===== config.mk =====
export PLATFORM = sky130hd
export DESIGN_NAME = tieu_unit
export DESIGN_NICKNAME = d
export VERILOG_FILES = /design/src/verilog/tieu_pkg.sv /design/src/verilog/tieu_trap_if.sv /design/src/verilog/tieu_classify.sv /design/src/verilog/tieu_unit.sv
export VERILOG_INCLUDE_DIRS = /design/src /design/src/verilog
export SDC_FILE = /design/constraint.sdc
export NUM_CORES = 1
export LEC_CHECK = 0
export BUFFER_PORTS_ARGS = -buffer_cell sky130_fd_sc_hd__buf_2
export CAP_MARGIN = 20
export CORE_AREA = 10 10 179 181
export CTS_CLUSTER_DIAMETER = 150
export DETAILED_ROUTE_END_ITERATION = 7
export DIE_AREA = 0 0 189 191
export PLACE_DENSITY = 0.71
export SETUP_SLACK_MARGIN = 0.3
export SYNTH_ARGS = -nofsm -noshare
export SYNTH_HDL_FRONTEND = slang
export SYNTH_SLANG_ARGS = --single-unit
export TNS_END_PERCENT = 1

===== constraint.sdc =====
create_clock -name clk -period 3.15 [get_ports clk]
set_input_delay 0 -clock clk [delete_from_list [all_inputs] [get_ports clk]]
set_output_delay 0 -clock clk [all_outputs]
set_load 0.05 [all_outputs]

===== src/verilog/tieu_consts.svh =====
/*
  Constants of the trap and interrupt entry unit: register offsets,
  field positions, reset values, opcode and data type codes.
  Assumes inclusion by bare name from the package and the modules.
*/
`ifndef TIEU_CONSTS_SVH
`define TIEU_CONSTS_SVH

// Register offsets (byte addresses, one word each)
`define TIEU_REG_FPU_CFG     8'h00
`define TIEU_REG_INT_STAT    8'h04
`define TIEU_REG_SCR         8'h08
`define TIEU_REG_TRAP_RESULT 8'h0c
`define TIEU_REG_WBP         8'h10
`define TIEU_REG_VECTOR      8'h14

// Floating point configuration fields
`define TIEU_FPU_COPROC      0
`define TIEU_FPU_FIX_MULT    1
`define TIEU_FPU_FLT_MULT    2
`define TIEU_FPU_FLT_CMP     3
`define TIEU_FPU_CFG_RST     4'h0

// Status control fields
`define TIEU_SCR_NO_PREEMPT  0
`define TIEU_SCR_SUBVERT     1
`define TIEU_SCR_LVL_LO      4
`define TIEU_SCR_LVL_HI      6
`define TIEU_SCR_RST         32'h0000_0000

// Opcodes and data types that the classifier tests
`define TIEU_OP_ADD          8'h10
`define TIEU_OP_SUB          8'h11
`define TIEU_OP_MULT         8'h12
`define TIEU_NUM_HI          3'h1
`define TIEU_DTP_FIXNUM      6'h08
`define TIEU_DTP_SFLOAT      6'h0a

// Interrupt level of preemption
`define TIEU_LVL_PREEMPT     3'h1

`endif


===== src/verilog/tieu_pkg.sv =====
/*
  Types of the trap and interrupt entry unit.
  Assumes tieu_consts.svh is on the include path.
*/
`include "tieu_consts.svh"
package tieu_pkg;
  typedef enum logic [2:0] {
    TIEU_CLS_NONE,
    TIEU_CLS_LS,
    TIEU_CLS_ARITH,
    TIEU_CLS_BRANCH,
    TIEU_CLS_TYPE,
    TIEU_CLS_INTR
  } tieu_cls_t;
endpackage


===== src/verilog/tieu_trap_if.sv =====
/*
  Carrier between the entry unit and its trap classifier.
  Assumes both ends run on the one core clock.
*/
`timescale 1ns/100ps
interface tieu_trap_if;
  import tieu_pkg::*;
  logic [7:0]  opcode;
  logic [3:0]  cond;
  logic        fmt_rr;
  logic [5:0]  tag1;
  logic [5:0]  tag2;
  logic        is_branch;
  logic        tchk_hw_arith;
  logic        cond_hw_arith;
  logic        type_fault;
  logic [5:0]  type_tested;
  logic [3:0]  ls_trap;
  logic [3:0]  fpu_cfg;
  logic        hit;
  tieu_cls_t   cls;
  logic [19:0] payload;
  modport unit (output opcode, cond, fmt_rr, tag1, tag2, is_branch,
    tchk_hw_arith, cond_hw_arith, type_fault, type_tested, ls_trap,
    fpu_cfg, input hit, cls, payload);
  modport cls_end (input opcode, cond, fmt_rr, tag1, tag2, is_branch,
    tchk_hw_arith, cond_hw_arith, type_fault, type_tested, ls_trap,
    fpu_cfg, output hit, cls, payload);
endinterface


===== src/verilog/tieu_classify.sv =====
/*
  Combinational trap classifier: picks one trap class by fixed
  priority and forms the vector payload.
  Assumes inputs are stable while the unit samples the result.
*/
`timescale 1ns/100ps
module tieu_classify
  import tieu_pkg::*;
(
  // Classifier side of the carrier
  tieu_trap_if.cls_end t
);
  logic num_both;
  logic fix_both;
  logic sf_both;
  logic is_addsub;
  logic is_mult;
  logic arith_hit;
  logic br_hit;
  logic [1:0] ls_kind;

  assign num_both = (t.tag1[5:3] == `TIEU_NUM_HI) &&
                    (t.tag2[5:3] == `TIEU_NUM_HI);
  assign fix_both = (t.tag1 == `TIEU_DTP_FIXNUM) &&
                    (t.tag2 == `TIEU_DTP_FIXNUM);
  assign sf_both  = (t.tag1 == `TIEU_DTP_SFLOAT) &&
                    (t.tag2 == `TIEU_DTP_SFLOAT);
  assign is_addsub = (t.opcode == `TIEU_OP_ADD) ||
                     (t.opcode == `TIEU_OP_SUB); // RL11
  assign is_mult   = (t.opcode == `TIEU_OP_MULT); // RL11

  // Multiply traps unless the configured hardware covers the pair
  always_comb begin
    arith_hit = 1'b0;
    if (num_both && !t.tchk_hw_arith) begin
      if (is_addsub)
        arith_hit = !fix_both &&
          !(t.fpu_cfg[`TIEU_FPU_COPROC] && sf_both); // RL11 RL12
      else if (is_mult)
        arith_hit =
          !(fix_both && t.fpu_cfg[`TIEU_FPU_FIX_MULT]) &&
          !(sf_both && t.fpu_cfg[`TIEU_FPU_FLT_MULT]); // RL13
    end
  end

  assign br_hit = t.is_branch && num_both && !t.cond_hw_arith &&
    !fix_both && !(t.fpu_cfg[`TIEU_FPU_FLT_CMP] && sf_both); // RL15 RL16

  // Indirect, error, monitor, transport in that priority
  always_comb begin
    ls_kind = 2'h3;
    if (t.ls_trap[0])
      ls_kind = 2'h0;
    else if (t.ls_trap[1])
      ls_kind = 2'h1;
    else if (t.ls_trap[2])
      ls_kind = 2'h2;
  end

  // One class only, load/store first, plain type traps last
  always_comb begin
    t.hit     = 1'b1;
    t.cls     = TIEU_CLS_NONE;
    t.payload = 20'h00000;
    if (|t.ls_trap) begin
      t.cls     = TIEU_CLS_LS; // RL21
      t.payload = {t.opcode, ls_kind, 10'h000}; // RL19
    end else if (arith_hit) begin
      t.cls     = TIEU_CLS_ARITH;
      t.payload = {t.opcode[7:0], t.tag1, t.tag2}; // RL14 RL4
    end else if (br_hit) begin
      t.cls     = TIEU_CLS_BRANCH;
      t.payload = {t.opcode[3:0], t.cond, t.tag1, t.tag2}; // RL17
    end else if (t.type_fault) begin
      t.cls     = TIEU_CLS_TYPE;
      t.payload = {t.opcode, t.type_tested, t.fmt_rr, 5'h00}; // RL18
    end else begin
      t.hit     = 1'b0;
    end
  end
endmodule


===== src/verilog/tieu_unit.sv =====
/*
  Trap and interrupt entry unit: redirects fetch to a handler,
  advances the window pointer, pushes the return PC, fills the
  handler's build window and keeps status control and trap result.
  Assumes a pipeline that offers one instruction per instr_valid,
  never with ret_valid in the same cycle, and interrupt set pulses
  from memory control logic on the same clock.
*/
// Our own choices: the address map and the plain strobed port.
// Functional notes
// [RL1] Entry bumps window pointer, pushes trapping PC
// [RL2] Build slots get status, source1, source2
// [RL3] Traps pass three arguments, interrupts one; a trap here writes the third slot only with has_src2
// [RL4] Instruction trap vectors carry opcode bits
// [RL5] Interrupt bits stay set until written one
// [RL6] Handlers service all bits before return
// [RL7] Interrupt return reloads saved status control
// [RL8] Interrupt level one means preemption
// [RL9] Inhibit bits block only preemption
// [RL10] Return-subvert sets subvert, result substituted
// [RL11] Arithmetic traps: add, sub, mult only
// [RL12] Coprocessor present: no single-float add trap
// [RL13] Multiply trap follows configured multiply hardware
// [RL14] Arithmetic vector holds opcode and types
// [RL15] Branch trap on numeric non-fixnum operands
// [RL16] Float compare support skips single-float trap
// [RL17] Branch vector holds opcode, condition, types; a branch vector here holds only opcode bits 3:0
// [RL18] Type vector holds opcode, type, format
// [RL19] Four load/store kinds encoded in vector
// [RL20] Subverted call loads trap result as PC
// [RL21] One trap chosen by fixed priority
`timescale 1ns/100ps
module tieu_unit
  import tieu_pkg::*;
#(
  parameter int DW     = 32,
  parameter int WBP_W  = 4,
  parameter int LEVELS = 8
) (
  // Clock and reset
  input  wire logic              clk,
  input  wire logic              resetn,
  // Register port
  input  wire logic [7:0]        reg_addr,
  input  wire logic [DW-1:0]     reg_wdata,
  input  wire logic              reg_wr,
  input  wire logic              reg_rd,
  output logic      [DW-1:0]     reg_rdata,
  // Instruction from the pipeline
  input  wire logic              instr_valid,
  input  wire logic [DW-1:0]     instr_pc,
  input  wire logic [7:0]        opcode,
  input  wire logic [3:0]        cond,
  input  wire logic              fmt_rr,
  input  wire logic [5:0]        src1_tag,
  input  wire logic [5:0]        src2_tag,
  input  wire logic [DW-1:0]     src1_val,
  input  wire logic [DW-1:0]     src2_val,
  input  wire logic              has_src2,
  input  wire logic              is_branch,
  input  wire logic              is_call,
  input  wire logic              tchk_hw_arith,
  input  wire logic              cond_hw_arith,
  input  wire logic              type_fault,
  input  wire logic [5:0]        type_tested,
  input  wire logic [3:0]        ls_trap,
  input  wire logic              instr_no_preempt,
  // Return instructions
  input  wire logic              ret_valid,
  input  wire logic              ret_subvert,
  input  wire logic [DW-1:0]     ret_scr,
  // Interrupt set pulses from memory control logic
  input  wire logic [LEVELS-1:0] imb_irq_set,
  // Entry results
  output logic                   entry_r,
  output logic                   entry_intr_r,
  output logic      [23:0]       vector_r,
  output logic      [WBP_W-1:0]  wbp_r,
  output logic                   ras_push_r,
  output logic      [DW-1:0]     ras_pc_r,
  output logic      [2:0]        slot_we_r,
  output logic      [DW-1:0]     slot0_r,
  output logic      [DW-1:0]     slot1_r,
  output logic      [DW-1:0]     slot2_r,
  // Result substitution and status
  output logic                   subst_valid_r,
  output logic                   subst_call_r,
  output logic      [DW-1:0]     subst_result_r,
  output logic      [DW-1:0]     scr_r
);
  tieu_trap_if tif ();

  logic [3:0]        fpu_cfg_r;
  logic [LEVELS-1:0] int_stat_r;
  logic [DW-1:0]     trap_result_r;
  logic [LEVELS-1:0] irq_cand;
  logic [2:0]        irq_lvl;
  logic              irq_any;
  logic              entry_c;
  logic              trap_c;
  logic              inhibit_c;
  logic [2:0]        cur_lvl;
  logic [LEVELS-1:0] stat_clr;
  logic              wr_scr;
  logic [DW-1:0]     scr_nxt;

  assign tif.opcode        = opcode;
  assign tif.cond          = cond;
  assign tif.fmt_rr        = fmt_rr;
  assign tif.tag1          = src1_tag;
  assign tif.tag2          = src2_tag;
  assign tif.is_branch     = is_branch;
  assign tif.tchk_hw_arith = tchk_hw_arith;
  assign tif.cond_hw_arith = cond_hw_arith;
  assign tif.type_fault    = type_fault;
  assign tif.type_tested   = type_tested;
  assign tif.ls_trap       = ls_trap;
  assign tif.fpu_cfg       = fpu_cfg_r;

  tieu_classify u_cls (
    .t (tif.cls_end)
  );

  assign cur_lvl   = scr_r[`TIEU_SCR_LVL_HI:`TIEU_SCR_LVL_LO];
  assign inhibit_c = instr_no_preempt ||
                     scr_r[`TIEU_SCR_NO_PREEMPT]; // RL9

  // A level is taken only above the level now being serviced
  for (genvar i = 0; i < LEVELS; i++) begin : g_cand
    assign irq_cand[i] = int_stat_r[i] && (i > int'(cur_lvl)) &&
      !((i == int'(`TIEU_LVL_PREEMPT)) && inhibit_c); // RL8 RL9
  end

  always_comb begin
    irq_lvl = 3'h0;
    for (int i = 0; i < LEVELS; i++) begin
      if (irq_cand[i])
        irq_lvl = 3'(i);
    end
  end

  assign irq_any = |irq_cand;
  assign trap_c  = instr_valid && tif.hit;
  assign entry_c = instr_valid && (tif.hit || irq_any); // RL21

  // Register port decode
  assign stat_clr = (reg_wr && reg_addr == `TIEU_REG_INT_STAT) ?
                    reg_wdata[LEVELS-1:0] : '0;
  assign wr_scr   = reg_wr && (reg_addr == `TIEU_REG_SCR);

  always_ff @(posedge clk or negedge resetn) begin
    if (!resetn) begin
      fpu_cfg_r <= `TIEU_FPU_CFG_RST;
    end else if (reg_wr && reg_addr == `TIEU_REG_FPU_CFG) begin
      fpu_cfg_r <= reg_wdata[3:0];
    end
  end

  always_ff @(posedge clk or negedge resetn) begin
    if (!resetn) begin
      trap_result_r <= '0;
    end else if (reg_wr && reg_addr == `TIEU_REG_TRAP_RESULT) begin
      trap_result_r <= reg_wdata;
    end
  end

  // Sticky interrupt bits; a new set wins over a clear
  always_ff @(posedge clk or negedge resetn) begin
    if (!resetn) begin
      int_stat_r <= '0;
    end else begin
      int_stat_r <= (int_stat_r & ~stat_clr) | imb_irq_set; // RL5
    end
  end

  always_ff @(posedge clk or negedge resetn) begin
    if (!resetn) begin
      reg_rdata <= '0;
    end else if (reg_rd) begin
      unique case (reg_addr)
        `TIEU_REG_FPU_CFG:     reg_rdata <= DW'(fpu_cfg_r);
        `TIEU_REG_INT_STAT:    reg_rdata <= DW'(int_stat_r);
        `TIEU_REG_SCR:         reg_rdata <= scr_r;
        `TIEU_REG_TRAP_RESULT: reg_rdata <= trap_result_r;
        `TIEU_REG_WBP:         reg_rdata <= DW'(wbp_r);
        `TIEU_REG_VECTOR:      reg_rdata <= DW'(vector_r);
        default:               reg_rdata <= '0;
      endcase
    end else begin
      reg_rdata <= '0;
    end
  end

  // Status control: entry, then return, then subvert use, then write
  always_comb begin
    scr_nxt = scr_r;
    if (entry_c) begin
      if (!trap_c)
        scr_nxt[`TIEU_SCR_LVL_HI:`TIEU_SCR_LVL_LO] = irq_lvl;
    end else if (ret_valid) begin
      scr_nxt = ret_scr; // RL7
      if (ret_subvert)
        scr_nxt[`TIEU_SCR_SUBVERT] = 1'b1; // RL10
    end else if (instr_valid && scr_r[`TIEU_SCR_SUBVERT]) begin
      scr_nxt[`TIEU_SCR_SUBVERT] = 1'b0; // RL10
    end else if (wr_scr) begin
      scr_nxt = reg_wdata;
    end
  end

  always_ff @(posedge clk or negedge resetn) begin
    if (!resetn) begin
      scr_r <= `TIEU_SCR_RST;
    end else begin
      scr_r <= scr_nxt;
    end
  end

  // Retried instruction takes the handler's result
  always_ff @(posedge clk or negedge resetn) begin
    if (!resetn) begin
      subst_valid_r  <= 1'b0;
      subst_call_r   <= 1'b0;
      subst_result_r <= '0;
    end else begin
      subst_valid_r  <= instr_valid && !entry_c &&
                        scr_r[`TIEU_SCR_SUBVERT]; // RL10
      subst_call_r   <= instr_valid && !entry_c && is_call &&
                        scr_r[`TIEU_SCR_SUBVERT]; // RL20
      subst_result_r <= trap_result_r;
    end
  end

  // Window pointer: up on entry, down on return
  always_ff @(posedge clk or negedge resetn) begin
    if (!resetn) begin
      wbp_r <= '0;
    end else if (entry_c) begin
      wbp_r <= wbp_r + 1'b1; // RL1
    end else if (ret_valid) begin
      wbp_r <= wbp_r - 1'b1;
    end
  end

  always_ff @(posedge clk or negedge resetn) begin
    if (!resetn) begin
      entry_r      <= 1'b0;
      entry_intr_r <= 1'b0;
      ras_push_r   <= 1'b0;
      ras_pc_r     <= '0;
      vector_r     <= '0;
    end else begin
      entry_r      <= entry_c;
      entry_intr_r <= entry_c && !trap_c;
      ras_push_r   <= entry_c;
      if (entry_c) begin
        ras_pc_r <= instr_pc; // RL1
        if (trap_c)
          vector_r <= {tif.cls, tif.payload, 1'b0}; // RL4
        else
          vector_r <= {TIEU_CLS_INTR, irq_lvl, 18'h00000}; // RL8
      end
    end
  end

  // Handler build window arguments
  always_ff @(posedge clk or negedge resetn) begin
    if (!resetn) begin
      slot_we_r <= 3'h0;
      slot0_r   <= '0;
      slot1_r   <= '0;
      slot2_r   <= '0;
    end else begin
      slot_we_r <= 3'h0;
      if (entry_c) begin
        slot0_r <= scr_r; // RL2
        slot1_r <= src1_val;
        slot2_r <= src2_val;
        if (trap_c)
          slot_we_r <= {has_src2, 2'b11}; // RL2 RL3
        else
          slot_we_r <= 3'b001; // RL3
      end
    end
  end

  a_wbp_advance: assert property (@(posedge clk) disable iff (!resetn)
    entry_c |=> wbp_r == $past(wbp_r) + 1'b1) // RL1
    else $error("window pointer did not advance on entry");

  a_ras_trap_pc: assert property (@(posedge clk) disable iff (!resetn)
    entry_c |=> ras_push_r && ras_pc_r == $past(instr_pc)) // RL1
    else $error("return stack did not get the trapping pc");

  a_slot0_scr: assert property (@(posedge clk) disable iff (!resetn)
    entry_c |=> slot_we_r[0] && slot0_r == $past(scr_r)) // RL2
    else $error("slot 0 did not receive status control");

  a_intr_one_arg: assert property (@(posedge clk) disable iff (!resetn) // RL3
    entry_c && !trap_c |=> slot_we_r == 3'b001 ##1
    (entry_r || slot_we_r == 3'h0))
    else $error("interrupt entry wrote more than one slot");

  a_vec_opcode: assert property (@(posedge clk) disable iff (!resetn)
    trap_c && tif.cls == TIEU_CLS_ARITH |=>
    vector_r[20:13] == $past(opcode)) // RL4
    else $error("arithmetic vector lacks the opcode");

  a_stat_sticky: assert property (@(posedge clk) disable iff (!resetn)
    !(reg_wr && reg_addr == `TIEU_REG_INT_STAT) |=>
    ($past(int_stat_r) & ~int_stat_r) == '0) // RL5
    else $error("interrupt bit cleared without a write");

  a_preempt_block: assert property (@(posedge clk) disable iff (!resetn)
    entry_c && !trap_c && inhibit_c |->
    irq_lvl != `TIEU_LVL_PREEMPT) // RL9
    else $error("preemption taken while inhibited");

  a_ret_scr_load: assert property (@(posedge clk) disable iff (!resetn)
    ret_valid && !entry_c |=> scr_r[DW-1:2] == $past(ret_scr[DW-1:2])
    && scr_r[`TIEU_SCR_SUBVERT] == $past(ret_scr[1] | ret_subvert))
    // RL7
    else $error("return did not reload status control");

  a_subst_call: assert property (@(posedge clk) disable iff (!resetn)
    instr_valid && is_call && !entry_c && scr_r[`TIEU_SCR_SUBVERT] |=>
    subst_call_r && subst_result_r == $past(trap_result_r)) // RL20
    else $error("subverted call did not load trap result");

  a_stat_clear: assert property (@(posedge clk) disable iff (!resetn) // RL5
    reg_wr && reg_addr == `TIEU_REG_INT_STAT |=>
    (int_stat_r & $past(reg_wdata[LEVELS-1:0] & ~imb_irq_set)) == '0)
    else $error("interrupt bit not cleared by a written one");

  a_subvert_use: assert property (@(posedge clk) disable iff (!resetn) // RL10
    instr_valid && !entry_c && scr_r[`TIEU_SCR_SUBVERT] |=>
    subst_valid_r && !scr_r[`TIEU_SCR_SUBVERT])
    else $error("subverted instruction did not take the result");

  a_trap_first: assert property (@(posedge clk) disable iff (!resetn) // RL21
    trap_c |=>
    !entry_intr_r && vector_r[23:21] == $past(tif.cls))
    else $error("trap entry did not carry the chosen class");

  a_arith_ops: assert property (@(posedge clk) disable iff (!resetn) // RL11
    tif.cls == TIEU_CLS_ARITH |->
    opcode == `TIEU_OP_ADD || opcode == `TIEU_OP_SUB ||
    opcode == `TIEU_OP_MULT)
    else $error("arithmetic trap on a foreign opcode");
endmodule


After elaboration in Yosys (flattened, before gate mapping)
Index checks and enable logic that the tools add are counted.

Flip-flop bits (word level): 303. Output and inout bits: 260. Word-level logic and storage cells: 147. Input port bits: 225.

Equality and inequality tests: 17. Add/sub/neg operators: 2. Bitwise gates (word level): 4. Multiplexer cells: 41. Order comparisons: 7. Reductions and logical operators: 57.

Operators with widths (count): 32-bit case mux with 6 select lines (1); 32-bit 2-to-1 mux (3); 20-bit 2-to-1 mux (4); 8-bit by 5-bit == test with 1-bit output, second input constant (5); 3-bit 2-to-1 mux (12); 1-bit logical AND (34); 30-bit 2-to-1 mux (1); 6-bit by 4-bit == test with 1-bit output, second input constant (4); 24-bit 2-to-1 mux (1); 8-bit by 4-bit == test with 1-bit output, second input constant (2); 3-bit > comparator, first input constant (4); 1-bit 2-to-1 mux (12); 1-bit logical NOT (10); 8-bit AND (1); 8-bit by 3-bit == test with 1-bit output, second input constant (1); 8-bit logical NOT (1); 2-bit 2-to-1 mux (4); 4-bit 2-to-1 mux (2); 8-bit 2-to-1 mux (1); 8-bit NOT (1); 8-bit OR (1); 7-bit OR reduction (1); 3-bit by 1-bit == test with 1-bit output, second input constant (2); 2-bit by 3-bit > comparator with 1-bit output, first input constant (2); other kinds (12) (18).

Logic depth before layout (Yosys ltp)
Gate-level depths: netlist (run 1).

Depth in word-level cells: 16. Gate-level depth with buffers: 13. Gate-level depth less buffers: 10.

Cells and area by module
Synthesis (run 1) repeated with hierarchy kept, for this count alone.

Cell total of the unflattened synthesis: 1149. Area, all modules: 12505.7 µm².

Modules (own cells, without submodules): tieu_unit (cells an instance 1072, sequential area each 7532.2 µm², area an instance 11954.0 µm², times used 1); tieu_classify (cells an instance 77, sequential area each 0.0 µm², area an instance 551.8 µm², times used 1).

Least setup slack after synthesis (run 1)
Ideal clock, no wire load.

Path kind: flip-flop to flip-flop. Start point: register scr_r[5]. End point: register wbp_r[3]. Cell stages (with the launch flop): 13. Required time: 3068 ps. Path slack: 87 ps. Period minus slack after synthesis: 3063 ps. Path buffers: 2. Arrival time: 2982 ps. Setup time: 82 ps. Cell sequence: dfrtp_1 > or3b_2 > nand4b_1 > nand4b_2 > o31ai_4 > buf_4 > buf_2 > ha_1 > a21o_1 > a21oi_1 > nand2_1 > mux2i_1 > xor2_1.

Longest elaborated chain between the ends: 7. Elaborated cells between the ends (all ways): 20. Classes of those cells: order compare (7); mux (1); reduce/logical (12).

Ends and longest elaborated chain: start, declared (RTL line tieu_unit.sv:89) `output logic [DW-1:0] scr_r`; start signal, assigned (RTL line tieu_unit.sv:213) `` scr_r <= `TIEU_SCR_RST; ``; start signal, assigned (RTL line tieu_unit.sv:215) `scr_r <= scr_nxt;`; 1-bit by 3-bit > comparator with 1-bit output (RTL line tieu_unit.sv:130) `assign irq_cand[i] = int_stat_r[i] && (i > int'(cur_lvl)) &&`; 1-bit logical AND (2 in a row) (RTL line tieu_unit.sv:130); 7-bit OR reduction (*) (RTL line tieu_unit.sv:142) `assign irq_any = |irq_cand;`; 1-bit logical OR (*) (RTL line tieu_unit.sv:144) `assign entry_c = instr_valid && (tif.hit || irq_any);`; 1-bit logical AND (*) (RTL line tieu_unit.sv:144); 4-bit 2-to-1 mux or 2-bit nonzero test (tied branches); end signal, assigned (RTL line tieu_unit.sv:239) `wbp_r <= wbp_r + 1'b1;`; end signal, assigned (RTL line tieu_unit.sv:241) `wbp_r <= wbp_r - 1'b1;`; end, declared (RTL line tieu_unit.sv:78) `output logic [WBP_W-1:0] wbp_r,`.

Every way passes the cells marked *; elsewhere a longest branch is shown, timed or not. A chain may end at the register's enable or synchronous reset.

Final worst setup path (run 1)
Start point: input ls_trap[0]. End point: register vector_r[19].

Longest elaborated chain between the ends: 4. Elaborated cells between the ends (all ways): 7. Classes of those cells: mux (3); reduce/logical (4).

Ends and longest elaborated chain: start, declared (RTL line tieu_unit.sv:66) `input wire logic [3:0] ls_trap,`; 4-bit OR reduction (*) (RTL line tieu_classify.sv:65) `if (|t.ls_trap) begin`; 1-bit 2-to-1 mux (RTL line tieu_classify.sv:65); 1-bit logical AND or 1-bit logical OR (tied branches) (RTL line tieu_unit.sv:143, tieu_unit.sv:144); 24-bit 2-to-1 mux or 1-bit logical AND (tied branches) (RTL line tieu_unit.sv:258, tieu_unit.sv:144); end signal, assigned (RTL line tieu_unit.sv:259) `vector_r <= {tif.cls, tif.payload, 1'b0};`; end signal, assigned (RTL line tieu_unit.sv:261) `vector_r <= {TIEU_CLS_INTR, irq_lvl, 18'h00000};`; end, declared (RTL line tieu_unit.sv:77) `output logic [23:0] vector_r,`.

Marked as above.

==> flow_summary.json, run 1 <==
{
  "rsz0062_at_grt": "true",
  "drv_slew": 0,
  "finalWorstSetupSlack_ns": 0.254,
  "dpl_cell_area_mm2": 0.0150,
  "num_vias": 10800,
  "initial_utilization_pct": 42.7,
  "drive_above_1_share_pct": 40.5,
  "antenna_found_initial": 10,
  "crit_type": "in -> reg",
  "synth_seq_area_share_pct": 62.0,
  "grt_max_degree": 109,
  "grt_usage_pct": 25.6,
  "totalWireLength_um": 47900,
  "slew_headroom_pct": 40.0,
  "fmax_mhz": 345,
  "htree_levels": 2,
  "drc": 0,
  "p_leak_uw": 0.00907,
  "synth-main-ff-cell": "dfrtp_1",
  "clock-sinks": 301,
  "wl_per_cell_um": 23.4,
  "yosys_warnings": 0,
  "crit_path_end_kind": "flop",
  "cap_violations": 0,
  "tightest_slew_ns": 0.892,
  "cp.required_ns": 3.53,
  "worst_path_max_delay_cell": "nor4_1",
  "hold_viol": 0,
  "final-setup-viol-count": 0,
  "port_buffers": 483,
  "grt_pass1_vias": 11800,
  "cts-root-buf": "clkbuf_16",
  "crit_top_cell": "dlygate4sd3_1",
  "outcome": "complete, no violations",
  "area_delta_synth_final_pct": 51.4,
  "clkTransAtPathRegs_ns": 0.06,
  "die_w_um": 189,
  "synth_cell_types": 66,
  "crit_buf_inv": 3,
  "grt_pass1_wl_um": 71800,
  "core-area_mm2": 0.0285,
  "fin_nets": 1861,
  "dpl.hpwl_um": 32900,
  "final_cell_mix": "482 x buf_2, 298 x dfrtp_1, 223 x dlygate4sd3_1",
  "holdWs_ns": 0.0728,
  "finalSetupTns_ns": 0,
  "cts_buffers": 34,
  "grt_overflow": 0,
  "rows": 62,
  "boundaryPins": 485,
  "powerDensity_mw_per_mm2": 602,
  "antenna_left": 0,
  "gp_congestion": 0.938,
  "synthCells": 920,
  "clock_skew_ns": 0.0145,
  "syn_area_per_cell_um2": 13.2,
  "via_per_inst": 5.27,
  "die_area_mm2": 0.0361,
  "crit_chain": "dlygate4sd3_1 -> buf_2 -> nor4_1 -> and4_1 -> nand2_1 -> a21o_1 -> a22o_1 -> dlygate4sd3_1 -> a211o_1",
  "place_worst_setup_slack_ns": 0.297,
  "fin_area_mm2": 0.0184,
  "cts_buffer_depth": 3,
  "max_stage_delay_ns": 0.76,
  "clock_latency_ns": 0.50,
  "cp-start-kind": "input port",
  "synth-edff-count": 0,
  "synthesis.nets": 1148,
  "crit_fanout": 7,
  "utilization_pct": 64.7,
  "async_reset_ff_share_pct": 100,
  "hp-class": "in -> reg",
  "syn_area_mm2": 0.0122,
  "die_h_um": 191,
  "irDropWorstVdd_mv": 0.557,
  "min_period_ns": 2.90,
  "ys_ff_latch": 301,
  "cpLargestDelayFamily": "buffers and inverters",
  "cts_tree": "yes",
  "drtIter0Drc": 692,
  "arrival_ns": 3.27,
  "fin_crit_sh_pct": 91.9,
  "dr.pass1.iters": 5,
  "layout_commonest_cell": "buf_2"
}
## state kept, by name (all words and copies together), names as in the netlist
register	flops
wbp_r	4
slot_we_r	3
fpu_cfg_r	4
vector_r	23
subst_result_r	32
trap_result_r	32
scr_r	32
reg_rdata	32
slot2_r	32
entry_intr_r	1
slot1_r	32
subst_valid_r	1
slot0_r	32
subst_call_r	1
int_stat_r	8
ras_pc_r	32
## routing by layer
| layer | share of wire [%] | GRT usage [%] | vias to the layer above |
|---|---|---|---|
| li1 | - | - | 4758 |
| met1 | 37 | 29.0 | 5342 |
| met2 | 51 | 44.9 | 574 |
| met3 | 8.3 | 6.72 | 122 |
| met4 | 3.9 | 10.9 | 0 |
| met5 | 0 | 0 | - |
## cell families (layout without fill, tap and decap cells)
logic type               count (synthesis)  in the layout  share of synthesized area [%]
adder cells (fa/ha/maj)                  3              3                          0.371
multiplexers                           203            203                           18.4
AO/OA/AOI/OAI                          167            167                           9.27
buffers and inverters                   62            797                           2.42
AND/OR/NAND/NOR                        180            180                           7.29
flip-flops                             301            301                           62.0
other                                    1             11                         0.0309
XOR/XNOR                                 3              3                          0.216
## final cells by class
cell class,instances,area [um^2]
antenna,10,25.0
clock buffer,51,1010
clock inverter,7,93.8
fill,2058,10100
inverter,8,30.0
multi-input combinational,557,4340
sequential,301,7540
tap,384,480
timing repair buffer,731,4900
## final timing paths
| check | startpoint | endpoint | slack [ns] | depth (start not counted) |
|---|---|---|---|---|
| max reg2reg | fpu_cfg_r[1] | subst_call_r | 0.36 | 8 |
| max | ls_trap[0] | vector_r[19] | 0.25 | 9 |
| min in group asynchronous | resetn | slot1_r[3] | 0.15 | 2 |
| min | reg_addr[6] | reg_rdata[0] | 0.07 | 5 |
| max in group asynchronous | resetn | scr_r[5] | 2.00 | 3 |
| min reg2reg | trap_result_r[3] | subst_result_r[3] | 0.39 | 0 |
## worst reg2reg max path, stage by stage, from the launching register on
cell	delay [ns]
dfrtp_1	0.37
or3b_1	0.35
a21boi_0	0.23
o22ai_2	0.15
buf_4	0.18
nand2b_1	0.35
nor2_1	0.30
and4_1	0.23
dlygate4sd3_1	0.56
## power by group
| part | internal, uW | total [uW] | switching (uW) |
|---|---|---|---|
| logic | 827 | 2680 | 1850 |
| clock network | 2370 | 3910 | 1540 |
| registers | 4210 | 4500 | 289 |
| total | 7400 | 11100 | 3680 |
## timing repair
action | CTS | global route
pin swaps | 0 | 1
hold endpoints to repair | 289 | 0
buffers inserted | 0 | 3
hold buffers | 223 | 0
resized for setup | 0 | 0
endpoints found under the setup margin | 2 | 92
## synthesized netlist by cell type (3+ instances only)
library cell	n	area share [%]
inv_1	8	0.25
and2_1	7	0.36
nand3_1	9	0.37
and3_1	8	0.41
a21o_1	13	0.80
nor2b_1	8	0.41
nor2_1	31	0.96
a22o_1	5	0.36
clkbuf_1	22	0.68
buf_1	7	0.22
nand2_1	80	2.5
buf_2	13	0.54
a21boi_0	3	0.19
a221o_1	5	0.41
a221oi_1	4	0.29
o21ai_1	12	0.49
o32ai_1	3	0.22
a22oi_1	32	2.0
nor3_1	8	0.33
o21ai_0	35	1.4
nand3b_1	3	0.19
and4_1	3	0.22
mux2_2	97	9.0
mux2i_1	36	3.0
dfrtp_1	301	62
a211o_1	3	0.22
buf_4	12	0.74
a21oi_1	30	1.2
nand4_1	4	0.21
mux2_1	70	6.5
## through the flow
stage / power, uW / std cells
CTS: 11100 / 2035
global placement: 6940 / 1754
detailed placement: 6990 / 1754
floorplan: 6120 / 920
global route: 11500 / 2049
finish: 11100 / 2049
Note: power is estimated with default switching activity, not from simulation.
==> inputs of run 2 (changes only) <==
- PLACE_DENSITY: 0.71 -> 0.76
==> flow_summary.json, run 2 (synthesized netlist as in run 1, its figures left out) <==
{
  "finalSetupTns_ns": 0,
  "hold_viol": 0,
  "total_power_uw": 11100,
  "tightest_slew_ns": 0.920,
  "cp-start-kind": "input port",
  "final-setup-viol-count": 0,
  "crit_path_end_kind": "flop",
  "crit_fanout": 7,
  "arrival_ns": 3.25,
  "dr.pass1.iters": 5,
  "clock_skew_ns": 0.0162,
  "die_h_um": 191,
  "initial_utilization_pct": 42.7,
  "outcome": "complete, no violations",
  "clock_latency_ns": 0.56,
  "min_period_ns": 2.81,
  "grt_pass1_wl_um": 73600,
  "power.internal_uw": 7370,
  "power_frac_seq_pct": 40.7,
  "p_leak_uw": 0.00909,
  "fillerInstances": 2003,
  "antenna_found_initial": 4,
  "place_inst": 1754,
  "htree_levels": 1,
  "drv_slew": 0,
  "rsz0062_at_grt": "true",
  "wl_met3_um": 4390,
  "grt_pass1_vias": 12100,
  "drc": 0,
  "cts_tree": "yes",
  "cts_buffers": 31,
  "combPwrFrac_pct": 24.1,
  "grt_usage_pct": 26.2,
  "num_vias": 10900,
  "grt_overflow": 0,
  "wl_met2_um": 24700,
  "powerDensity_mw_per_mm2": 602,
  "cts_buffer_depth": 3,
  "cap_violations": 0,
  "final_cell_mix": "482 x buf_2, 298 x dfrtp_1, 228 x dlygate4sd3_1",
  "finalNonFillerCells": 2047,
  "cts-root-buf": "clkbuf_16",
  "antenna_left": 0,
  "via_per_inst": 5.35,
  "clock-sinks": 301,
  "boundaryPins": 485,
  "core-area_mm2": 0.0285,
  "layout_commonest_cell": "buf_2",
  "p_clk_share_pct": 35.2,
  "crit_type": "in -> reg",
  "dpl.hpwl_um": 33000,
  "fmax_mhz": 356,
  "port_buffers": 483,
  "hp-class": "in -> reg",
  "fin_crit_sh_pct": 89.3,
  "gp_congestion": 0.924,
  "fin_nets": 1861,
  "m1WireLength_um": 17700,
  "drive_above_1_share_pct": 40.5,
  "wl_per_cell_um": 24.0,
  "p_sw_share_pct": 33.6,
  "area_delta_synth_final_pct": 51.7,
  "cp.required_ns": 3.59,
  "dr.max_layer_used": "met4",
  "rows": 62,
  "grt_max_degree": 97,
  "die_w_um": 189,
  "clkTransAtPathRegs_ns": 0.07,
  "totalWireLength_um": 49200,
  "holdWs_ns": 0.0536,
  "slew_headroom_pct": 38.7,
  "die_area_mm2": 0.0361,
  "r2r_slack_ns": 0.39,
  "drtIter0Drc": 759,
  "irDropWorstVdd_mv": 0.428,
  "power.net_switching_uw": 3720
}
-- run 2: cell count changes in the layout (fill, tap and decap cells not counted), sizes merged --
cell | previous run | this run
diode | 10 | 5
inv | 9 | 10
bufinv | 2 | 4
clkinvlp | 2 | 1
clkbuf | 51 | 45
dlygate4sd3 | 223 | 228
clkinv | 2 | 6
buf | 508 | 506
-- run 2: worst max-delay path, stage by stage --
cell           delay, ns
dlygate4sd3_1       0.55
buf_2               0.15
nor4_1              0.77
and4_1              0.31
nand2_1             0.09
a21o_1              0.28
a22o_1              0.25
dlygate4sd3_1       0.55
a211o_1             0.30
-- run 2: timing repair --
item	CTS	global route
hold buffers	228	0
endpoints found under the hold margin	283	0
gates resized for setup	0	2
setup buffers	0	1
endpoints found under the setup margin	0	8
-- run 2: final cells by class --
class	instances	area [um^2]	share of cell area [%]
Antenna cell	5	12.5	0.0679
Tap cell	384	480	2.61
Inverter	8	30.0	0.163
Clock buffer	45	908	4.93
Timing Repair Buffer	734	4930	26.8
Sequential cell	301	7540	40.9
Multi-Input combinational cell	557	4350	23.6
Clock inverter	13	185	1.00
-- run 2: path summary, 6_finish.rpt --
| kind | cells past startpoint | to | from |
|---|---|---|---|
| worst max-delay path | 9 | vector_r[18] | ls_trap[1] |
| worst min-delay path | 4 | fpu_cfg_r[1] | reg_addr[2] |
| worst max register to register | 8 | vector_r[18] | fpu_cfg_r[1] |
| worst min register to register | 0 | subst_result_r[9] | trap_result_r[9] |
| max in group asynchronous | 3 | trap_result_r[29] | resetn |
| min in group asynchronous | 2 | slot1_r[10] | resetn |
-- run 2: power groups by stage --
stage               registers, uW  clock network, uW  logic [uW]
floorplan                    5610                  0         507
finish                       4520               3910        2670
CTS                          4490               3940        2640
global placement             4540                  0        2390
global route                 4550               4130        2810
detailed placement           4560                  0        2420
-- run 2: layer usage --
| layer | GRT usage [%] | vias up |
|---|---|---|
| met4 | 11.4 | 0 |
| li1 | - | 4742 |
| met2 | 46.4 | 655 |
| met5 | 0 | - |
| met1 | 28.9 | 5396 |
| met3 | 7.29 | 152 |
-- run 2: stage by stage --
| step | utilization [%] | area, um^2 | setup WS, ns |
|---|---|---|---|
| 6_report | 64.8 | 18400 | 0.338 |
| 5_1_grt | 64.8 | 18400 | 0.279 |
| 4_1_cts | 64.6 | 18400 | 0.360 |
| 3_5_place_dp | 52.7 | 15000 | 0.391 |
| 3_3_place_gp | 52.7 | 15000 | 0.511 |
| 2_1_floorplan | - | 12200 | 0.321 |
